**src/inc/tbg_pkg.sv**
```systemverilog
// Purpose: shared constants for the two-pin gpio port
// Assumes: 8-bit special-function register space, 9-bit addresses
// Notes:   register offsets are byte addresses on the core's register port
`default_nettype none
package tbg_pkg;
  localparam int          TBG_ADDR_W          = 9;
  localparam int          TBG_DATA_W          = 8;
  localparam int          TBG_PINS            = 2;
  localparam logic [8:0]  TBG_DATA_OFS        = 9'h092;
  localparam logic [8:0]  TBG_DIR_OFS         = 9'h093;
  localparam logic [8:0]  TBG_PULLDN_OFS      = 9'h098;
  localparam logic [8:0]  TBG_PULLUP_OFS      = 9'h099;
  localparam logic [8:0]  TBG_ANSEL_OFS       = 9'h112;
  localparam logic [1:0]  TBG_DIR_RST         = 2'h3;
  localparam logic [1:0]  TBG_PULL_RST        = 2'h0;
  localparam logic [1:0]  TBG_ANSEL_RST       = 2'h0;
  localparam logic [1:0]  TBG_LATCH_RST       = 2'h0;
  localparam logic [5:0]  TBG_UNUSED_ZERO     = 6'h00;
  localparam int          TBG_ANALOG_CH_BASE  = 16;
  typedef enum logic [2:0] {
    TBG_SEL_NONE, TBG_SEL_DATA, TBG_SEL_DIR, TBG_SEL_PULLDN, TBG_SEL_PULLUP, TBG_SEL_ANSEL
  } tbg_sel_t;
endpackage : tbg_pkg
`default_nettype wire

```
**src/rtl/tbg_sync.sv**
```systemverilog
// Purpose: two-flop synchroniser for the pin levels
// Assumes: pins are asynchronous to sys_clk_in
// Notes:   first stage is read only by the second stage
`timescale 1ns/1ps
`default_nettype none
module tbg_sync #(
  parameter int WIDTH = 2
) (
  // clock and reset
  input  wire logic             sys_clk_in,
  input  wire logic             rst_b_in,
  // data
  input  wire logic [WIDTH-1:0] async_in,
  output logic      [WIDTH-1:0] sync_out
);
  logic [WIDTH-1:0] meta_reg;
  logic [WIDTH-1:0] sync_reg;

  // two flip-flop stages
  always_ff @(posedge sys_clk_in or negedge rst_b_in) begin
    if (!rst_b_in) begin
      meta_reg <= '0;
      sync_reg <= '0;
    end else begin
      meta_reg <= async_in;
      sync_reg <= meta_reg;
    end
  end

  assign sync_out = sync_reg;
endmodule : tbg_sync
`default_nettype wire

```
**src/rtl/tbg_port.sv**
```systemverilog
// Purpose: two-pin bidirectional gpio port with pull and analog select control
// Assumes: core register port with one-cycle write strobe and combinational read decode
// Notes:   read data is registered, so it appears one cycle after the read strobe
//
// Contract
// - two bidirectional pins; direction one means input, zero means output
// - data read returns sampled pins for digital inputs only; data write updates the output latch
// - every single-bit data write is read-modify-write from current pin read value; byte writes take the write data whole
// - direction keeps steering the driver even when pin is analog
// - analog-selected pins read zero on every digital data read
// - direction bits 1 and 0 reset to one, both pins inputs
// - per-pin weak pull-up enable, forced off while pin is output
// - per-pin weak pull-down enable, forced off while pin is output
// - analog-select bits 1,0 map to analog channels 17,16; one selects analog
// - analog select leaves digital output path and driver untouched
// - output pin reads back the output latch, not the line level
// - registers accept whole-byte writes and single-bit set or clear
`timescale 1ns/1ps
`default_nettype none
module tbg_port
  import tbg_pkg::*;
#(
  parameter int PINS = TBG_PINS
) (
  // clock and reset
  input  wire logic                  sys_clk_in,
  input  wire logic                  rst_b_in,
  // core register port
  input  wire logic [TBG_ADDR_W-1:0] reg_addr_in,
  input  wire logic                  reg_wr_in,
  input  wire logic                  reg_rd_in,
  input  wire logic [TBG_DATA_W-1:0] reg_wdata_in,
  input  wire logic                  reg_bit_op_in,
  input  wire logic [2:0]            reg_bit_sel_in,
  input  wire logic                  reg_bit_val_in,
  output logic      [TBG_DATA_W-1:0] reg_rdata_out,
  // pins
  input  wire logic [PINS-1:0]       pin_level_in,
  output logic      [PINS-1:0]       pin_drive_out,
  output logic      [PINS-1:0]       pin_drive_en_out,
  output logic      [PINS-1:0]       pin_pullup_en_out,
  output logic      [PINS-1:0]       pin_pulldown_en_out,
  // analog front end
  output logic      [PINS-1:0]       analog_sel_out
);
  // register select decode
  function automatic tbg_sel_t tbg_decode(input logic [TBG_ADDR_W-1:0] a);
    unique case (a)
      TBG_DATA_OFS:   tbg_decode = TBG_SEL_DATA;
      TBG_DIR_OFS:    tbg_decode = TBG_SEL_DIR;
      TBG_PULLDN_OFS: tbg_decode = TBG_SEL_PULLDN;
      TBG_PULLUP_OFS: tbg_decode = TBG_SEL_PULLUP;
      TBG_ANSEL_OFS:  tbg_decode = TBG_SEL_ANSEL;
      default:        tbg_decode = TBG_SEL_NONE;
    endcase
  endfunction : tbg_decode

  logic [PINS-1:0]       pin_sync;
  logic [PINS-1:0]       latch_reg,  latch_next;
  logic [PINS-1:0]       dir_reg,    dir_next;
  logic [PINS-1:0]       pullup_reg, pullup_next;
  logic [PINS-1:0]       pulldn_reg, pulldn_next;
  logic [PINS-1:0]       ansel_reg,  ansel_next;
  logic [TBG_DATA_W-1:0] rdata_reg,  rdata_next;
  logic [PINS-1:0]       drive_reg,  drive_next;
  logic [PINS-1:0]       drv_en_reg, drv_en_next;
  logic [PINS-1:0]       pu_reg,     pu_next;
  logic [PINS-1:0]       pd_reg,     pd_next;
  logic [PINS-1:0]       port_view;
  logic [TBG_DATA_W-1:0] cur_val;
  logic [TBG_DATA_W-1:0] new_val;
  tbg_sel_t              sel;

  // pin levels pass two flops before use
  tbg_sync #(.WIDTH(PINS)) u_sync (
    .sys_clk_in (sys_clk_in),
    .rst_b_in   (rst_b_in),
    .async_in   (pin_level_in),
    .sync_out   (pin_sync)
  );

  // digital view of the port as seen by a read
  always_comb begin
    for (int i = 0; i < PINS; i++) begin
      if (ansel_reg[i])
        port_view[i] = 1'b0;
      else if (!dir_reg[i])
        port_view[i] = latch_reg[i];
      else
        port_view[i] = pin_sync[i];
    end
  end

  // current contents of the addressed register, upper bits zero
  always_comb begin
    sel     = tbg_decode(reg_addr_in);
    cur_val = '0;
    unique case (sel)
      TBG_SEL_DATA:   cur_val = {TBG_UNUSED_ZERO, port_view};
      TBG_SEL_DIR:    cur_val = {TBG_UNUSED_ZERO, dir_reg};
      TBG_SEL_PULLDN: cur_val = {TBG_UNUSED_ZERO, pulldn_reg};
      TBG_SEL_PULLUP: cur_val = {TBG_UNUSED_ZERO, pullup_reg};
      TBG_SEL_ANSEL:  cur_val = {TBG_UNUSED_ZERO, ansel_reg};
      TBG_SEL_NONE:   cur_val = '0;
    endcase
  end

  // register write path
  always_comb begin
    latch_next  = latch_reg;
    dir_next    = dir_reg;
    pullup_next = pullup_reg;
    pulldn_next = pulldn_reg;
    ansel_next  = ansel_reg;
    new_val = cur_val;
    if (reg_bit_op_in)
      new_val[reg_bit_sel_in] = reg_bit_val_in;
    else
      new_val = reg_wdata_in;
    if (reg_wr_in) begin
      unique case (sel)
        TBG_SEL_DATA:   latch_next  = new_val[PINS-1:0];
        TBG_SEL_DIR:    dir_next    = new_val[PINS-1:0];
        TBG_SEL_PULLDN: pulldn_next = new_val[PINS-1:0];
        TBG_SEL_PULLUP: pullup_next = new_val[PINS-1:0];
        TBG_SEL_ANSEL:  ansel_next  = new_val[PINS-1:0];
        TBG_SEL_NONE:   ;
      endcase
    end
  end

  // pin control and read data next values
  always_comb begin
    drive_next  = latch_next;
    drv_en_next = ~dir_next;
    pu_next     = pullup_next & dir_next;
    pd_next     = pulldn_next & dir_next;
    rdata_next  = reg_rd_in ? cur_val : rdata_reg;
  end

  // state registers
  always_ff @(posedge sys_clk_in or negedge rst_b_in) begin
    if (!rst_b_in) begin
      latch_reg  <= TBG_LATCH_RST;
      dir_reg    <= TBG_DIR_RST;
      pullup_reg <= TBG_PULL_RST;
      pulldn_reg <= TBG_PULL_RST;
      ansel_reg  <= TBG_ANSEL_RST;
      rdata_reg  <= '0;
      drive_reg  <= TBG_LATCH_RST;
      drv_en_reg <= ~TBG_DIR_RST;
      pu_reg     <= TBG_PULL_RST;
      pd_reg     <= TBG_PULL_RST;
    end else begin
      latch_reg  <= latch_next;
      dir_reg    <= dir_next;
      pullup_reg <= pullup_next;
      pulldn_reg <= pulldn_next;
      ansel_reg  <= ansel_next;
      rdata_reg  <= rdata_next;
      drive_reg  <= drive_next;
      drv_en_reg <= drv_en_next;
      pu_reg     <= pu_next;
      pd_reg     <= pd_next;
    end
  end

  assign reg_rdata_out       = rdata_reg;
  assign pin_drive_out       = drive_reg;
  assign pin_drive_en_out    = drv_en_reg;
  assign pin_pullup_en_out   = pu_reg;
  assign pin_pulldown_en_out = pd_reg;
  assign analog_sel_out      = ansel_reg;
endmodule : tbg_port
`default_nettype wire

```
**config.mk**
```make
export PLATFORM = sky130hd
export DESIGN_NAME = tbg_port
export DESIGN_NICKNAME = d
export VERILOG_FILES = /design/src/inc/tbg_pkg.sv /design/src/rtl/tbg_sync.sv /design/src/rtl/tbg_port.sv
export SDC_FILE = /design/constraint.sdc
export NUM_CORES = 1
export LEC_CHECK = 0
export BUFFER_PORTS_ARGS = -buffer_cell sky130_fd_sc_hd__buf_4
export CAP_MARGIN = 20
export CELL_PAD_IN_SITES_DETAIL_PLACEMENT = 1
export CELL_PAD_IN_SITES_GLOBAL_PLACEMENT = 2
export CORE_MARGIN = 5
export CORE_UTILIZATION = 26
export DETAILED_ROUTE_END_ITERATION = 10
export GPL_TIMING_DRIVEN = 0
export PLACE_DENSITY = 0.8
export SYNTH_ARGS = -nofsm -noshare
export SYNTH_HDL_FRONTEND = slang
export SYNTH_SLANG_ARGS = --single-unit
```
**constraint.sdc**
```tcl
create_clock -name sys_clk_in -period 1.5 [get_ports sys_clk_in]
set_input_delay 0.15 -clock sys_clk_in [delete_from_list [all_inputs] [get_ports sys_clk_in]]
set_output_delay 0.15 -clock sys_clk_in [all_outputs]
set_load 0.005 [all_outputs]
```
* Word-level counts from Yosys, hierarchy flattened *
Index checks and enable logic that the tools add are counted.
W data, S select, Z words.

storage, ports and cells
  register bits = 28
  bits in latches = 0
  memory bits (writable) = 0
  bits in read-only memories = 0
  input bits = 28
  output and inout bits = 18
  word-level logic and storage cells = 46
  memories = 0

operators by class
  $add $sub $neg = 0
  $mul = 0
  div/mod/pow operators = 0
  magnitude comparators = 2
  eq/ne operators = 10
  shifts and indexed selects = 0
  mux-type cells = 16
  bitwise operators = 3
  reductions and logical operators = 4

operator list
  operator              number
  $pmux W8 S6           1
  $eq A9 B8 Y1 const B  4
  $pmux W3 S5           1
  $mux W2               7
  $eq A9 B9 Y1 const B  1
  $bwmux W8             1
  $eq A3 B2 Y1 const B  2
  $eq A3 B3 Y1 const B  2
  $mux W1               5
  $and A2 B2 Y2         2
  $lt A3 B4 Y1 const B  1
  $reduce_and A2 Y1     2
  $demux W1 S3          1
  $eq A3 B1 Y1 const B  1
  $ge A3 B1 Y1 const B  1
  $logic_not A3 Y1      1
  $not A2 Y2            1
  $logic_and A1 B1 Y1   1

* Depth between registers and ports, before layout *
  depth after elaboration = 9
  depth in mapped cells = 6
  gate-level depth less buffers = 5

* Hierarchy *
From an unflattened synthesis, not the netlist that was laid out.

second synthesis, totals
  cells, all modules = 115
  area, all modules = 1296.2 µm²

by module, submodules not included
  module    times used  cells each  area an instance (µm²)  seq. area each (µm²)
  tbg_port  1           111         1196.1                  452.9
  tbg_sync  1           4           100.1                   100.1

* Worst setup path after synthesis *
No wires, ideal clock.

  path type = input to register
  start point = input port reg_addr_in[5]
  end point = register drive_reg[0], in the netlist pin_drive_out[0]
  library setup time = 125 ps
  data arrival time = 1513 ps
  data required time = 1375 ps
  path slack = -138 ps
  stages = 4
  path buffers = 0
  path through = or3b_4 or2_4 a2111oi_4 mux2_4

between the ends
  longest elaborated chain between the ends = 6
  elaborated cells on any way between the ends = 16
  those cells by class = 10 x eq/ne; 4 x mux; 2 x reduce/logical

ends and longest elaborated chain
  item                                                 RTL line         source
  start, declared                                      tbg_port.sv:29   input wire logic [TBG_ADDR_W-1:0] reg_addr_in,
  $eq A9 B9 Y1 / $eq A9 B8 Y1 (equally long branches)  tbg_port.sv:48   unique case (a)
  $pmux W3 S5 (*)                                      tbg_port.sv:48
  $eq A3 B3 Y1, or another cell as far along           tbg_port.sv:98   unique case (sel)
  $pmux W8 S6                                          tbg_port.sv:98
  $bwmux W8                                            tbg_port.sv:117  new_val[reg_bit_sel_in] = reg_bit_val_in;
  $mux W2                                              tbg_port.sv:116  if (reg_bit_op_in)
  end signal, assigned                                 tbg_port.sv:161  drive_reg <= drive_next;
  end, declared                                        tbg_port.sv:65   logic [PINS-1:0] drive_reg, drive_next;

Every way passes the cells marked *; elsewhere a longest branch is shown, timed or not. The select of a mux whose other input is x is not followed.
A chain may end at the register's enable or synchronous reset.

* Worst setup path after layout *
  start point = register dir_reg[0]
  end point = register pulldn_reg[0]

between the ends
  longest elaborated chain between the ends = 7

ends and longest elaborated chain
  item                      RTL line         source
  start, declared           tbg_port.sv:60   logic [PINS-1:0] dir_reg, dir_next;
  start signal, assigned    tbg_port.sv:156  dir_reg <= dir_next;
  $mux W1                   tbg_port.sv:87   else if (!dir_reg[i])
  $mux W1                   tbg_port.sv:85   if (ansel_reg[i])
  $pmux W8 S6 (*)           tbg_port.sv:98
  $bwmux W8 (*)             tbg_port.sv:117
  $mux W2 (*)               tbg_port.sv:116
  $mux W2 (*)               tbg_port.sv:121  unique case (sel)
  $mux W2 (*)               tbg_port.sv:120  if (reg_wr_in) begin
  named net pulldn_next[0]  tbg_port.sv:62   logic [PINS-1:0] pulldn_reg, pulldn_next;
  end signal, assigned      tbg_port.sv:158  pulldn_reg <= pulldn_next;
  end, declared             tbg_port.sv:62

Mark *: on every way through the listed nets, which the timed path passes. The rest lies on a longest branch. The select of a mux whose other input is x is not followed.

==> results.cfg <==
[power]
leakage_nw = 0.773
power_density_nw_per_um2 = 685
vdd_drop_max_mv = 0.463
finalPower_mw = 1.27

[setup_path]
path_cells = mux2i_1 > o21ai_1 > a22oi_2 > a211oi_4 > buf_6 > mux2_4
max_stage_delay_ns = 0.60
ff2ff_path_depth = 6
end_kind = flop
path_delay_family = flip-flops
crit_arrival_ns = 1.96
path_max_fanout = 6
worst-setup-path-type = flop to flop
cp.required_ns = 1.65
crit_path_start_kind = flop
cp_slowest_cell = dfstp_2
path_depth = 6
crit_buf_inv = 1

[timing]
drv_slew = 0
fin_crit_ns = 1.81
fin_skew_ns = 0.00409
finalSetupViolations = 14
grt_setup_unrepaired = yes
timing.final.crit_share = 1.20
hold_viol = 0
max_clock_freq_ghz = 0.554
worstMarginPinSlew_ns = 0.594
setup_slack_ns = -0.306
max-slew-margin-rel = 0.601

[grt]
grt_use_total = 0.120
grt_pass1_vias = 1266
overflow = 0
antenna_found_initial = 0
grt_pass1_wl_um = 5930
grt_max_degree = 23

[place]
hpwlAfterDp_um = 2760
io_buffers = 33
dpl_worst_slack_ns = -0.423
gp_congestion = 0.804
dp_cells = 208

[cells_and_area]
fin_cells = 224
nets = 199
drive_above_1_share = 0.500
diodes = 0
final.fill_count = 541
area_growth_pct = 48.9

[die]
rows = 25
start_util = 0.265
core_area_sq_um = 4690
die_h_um = 79.1
die_width_um = 79.1
io_pins = 46
die_area_sq_um = 6260

[yosys]
synthesis.area_sq_um = 1240
ys_seq_area_frac = 0.446
postSynthCellCount = 116
yosysWarnings = 0
avgSynthCellArea_sq_um = 10.7
synthDistinctLibCells = 48
synth-seq-cells = 22

[detailed_routing]
drt_iter0_markers = 27
drc = 0
ant_nets = 0
vias_per_cell = 4.97
wl_um = 3650
via_count = 1114
firstDrtPassIters = 3
wire_per_inst_um = 16.3

[hold_path]
hold_path_class = input pin to flop
hold_depth = 2

[clocking]
clockBufferDepth = 2
numClockSinks = 22
clk_latency_ns = 0.26
clk_pin_slew_ns = 0.08
h-tree-depth = 1
cts_made_buffers = 3
cts_root_buf = clkbuf_8
cts_tree = done

[run_status]
violations = setup timing
status = complete, but fails checks

[flow_run]
max_cap_violations = 0
-- area by class of cell --
class	instances	area, sq um	area share
clock buffer	4	55.1	0.0298
buffer	7	50.0	0.0271
timing repair buffer	45	360	0.195
tap	54	67.6	0.0366
inverter	2	7.51	0.00406
multi-input combinational	90	754	0.408
sequential	22	553	0.299
-- routing by layer --
metal  wire, um  GRT usage
met5          0          0
met4         61     0.0412
met3        123     0.0193
met2       2000      0.230
met1       1470      0.134
-- power by group --
group,switching [mW],leakage [nW],internal [mW]
sequential,0.00902,0.279,0.609
clock,0.193,0.0288,0.234
combinational,0.110,0.465,0.111
-- stage by stage --
step	hold slack (ns)	util	area, sq um	TNS [ns]
floorplan	-0.146	-	1280	-0.459
global placement	0.0528	0.341	1600	-4.59
detailed placement	0.0562	0.341	1600	-4.93
CTS	0.128	0.382	1790	-2.57
global route	0.139	0.394	1850	-3.78
finish	0.132	0.394	1850	-2.72
-- Yosys cell counts, drive strengths merged --
cell | number | area, sq um
inv | 2 | 7.51
conb | 1 | 3.75
o22a | 2 | 17.5
o21a | 1 | 7.51
a211o | 1 | 8.76
o22ai | 2 | 12.5
dfstp | 2 | 52.6
a21oi | 9 | 48.8
nand2b | 3 | 18.8
nand3 | 1 | 5.00
or2 | 2 | 15.0
a31oi | 3 | 18.8
nor3b | 3 | 22.5
or4b | 1 | 10.0
a21boi | 3 | 22.5
nor4b | 2 | 23.8
a2111oi | 2 | 37.5
a211oi | 3 | 35.0
o41ai | 1 | 8.76
or3b | 2 | 20.0
nand3b | 4 | 30.0
a2bb2oi | 1 | 8.76
a21o | 1 | 7.51
nand2 | 9 | 33.8
dfrtp | 20 | 500
a22oi | 1 | 12.5
nand4bb | 1 | 11.3
or3 | 1 | 6.26
and3 | 1 | 6.26
nor2 | 7 | 28.8
nand4 | 1 | 6.26
buf | 7 | 50.0
nor2b | 2 | 12.5
mux2 | 5 | 60.1
o211ai | 1 | 7.51
mux2i | 3 | 30.0
o21ai | 4 | 20.0
nor4 | 1 | 12.5
-- worst register-to-register path, stage by stage, from the launching register on --
cell and delay, ns:
dfstp_2 0.60, mux2i_1 0.23, o21ai_1 0.10, a22oi_2 0.25, a211oi_4 0.09, buf_6 0.16
mux2_4 0.26
-- repair_timing --
action	4_1_cts	5_1_grt
hold endpoints to repair	22	0
gates resized for setup	13	6
setup buffers	5	4
endpoints found under the setup margin	15	17
pin swaps	11	4
hold buffers	3	0
-- cell families after synthesis --
| family | Yosys count | synth area share |
|---|---|---|
| compound gates | 35 | 0.221 |
| buf+inv | 9 | 0.0464 |
| flops | 22 | 0.446 |
| mux | 8 | 0.0726 |
| other cells | 1 | 0.00302 |
| simple gates | 41 | 0.212 |
-- placed cells by master, fill, tap and decap left out, types with 4 or more instances in the layout --
| cell | count |
|---|---|
| a21oi_2 | 5 |
| conb_1 | 6 |
| nand2_1 | 9 |
| buf_6 | 4 |
| buf_4 | 44 |
| dfrtp_1 | 20 |
| nor2_1 | 5 |
| nand3b_1 | 4 |
| clkbuf_8 | 4 |
-- path summary, 6_finish.rpt --
path | start | end | slack, ns
max | dir_reg[0] | pulldn_reg[0] | -0.31
min | reg_rd_in | reg_rdata_out[1] | 0.13
max reg2reg | dir_reg[0] | pulldn_reg[0] | -0.31
min reg2reg | u_sync.meta_reg[1] | u_sync.sync_out[1] | 0.36
max in group asynchronous | rst_b_in | dir_reg[0] | 0.91
min in group asynchronous | rst_b_in | pin_pullup_en_out[0] | 0.31
Note: power is estimated with default switching activity, not from simulation.
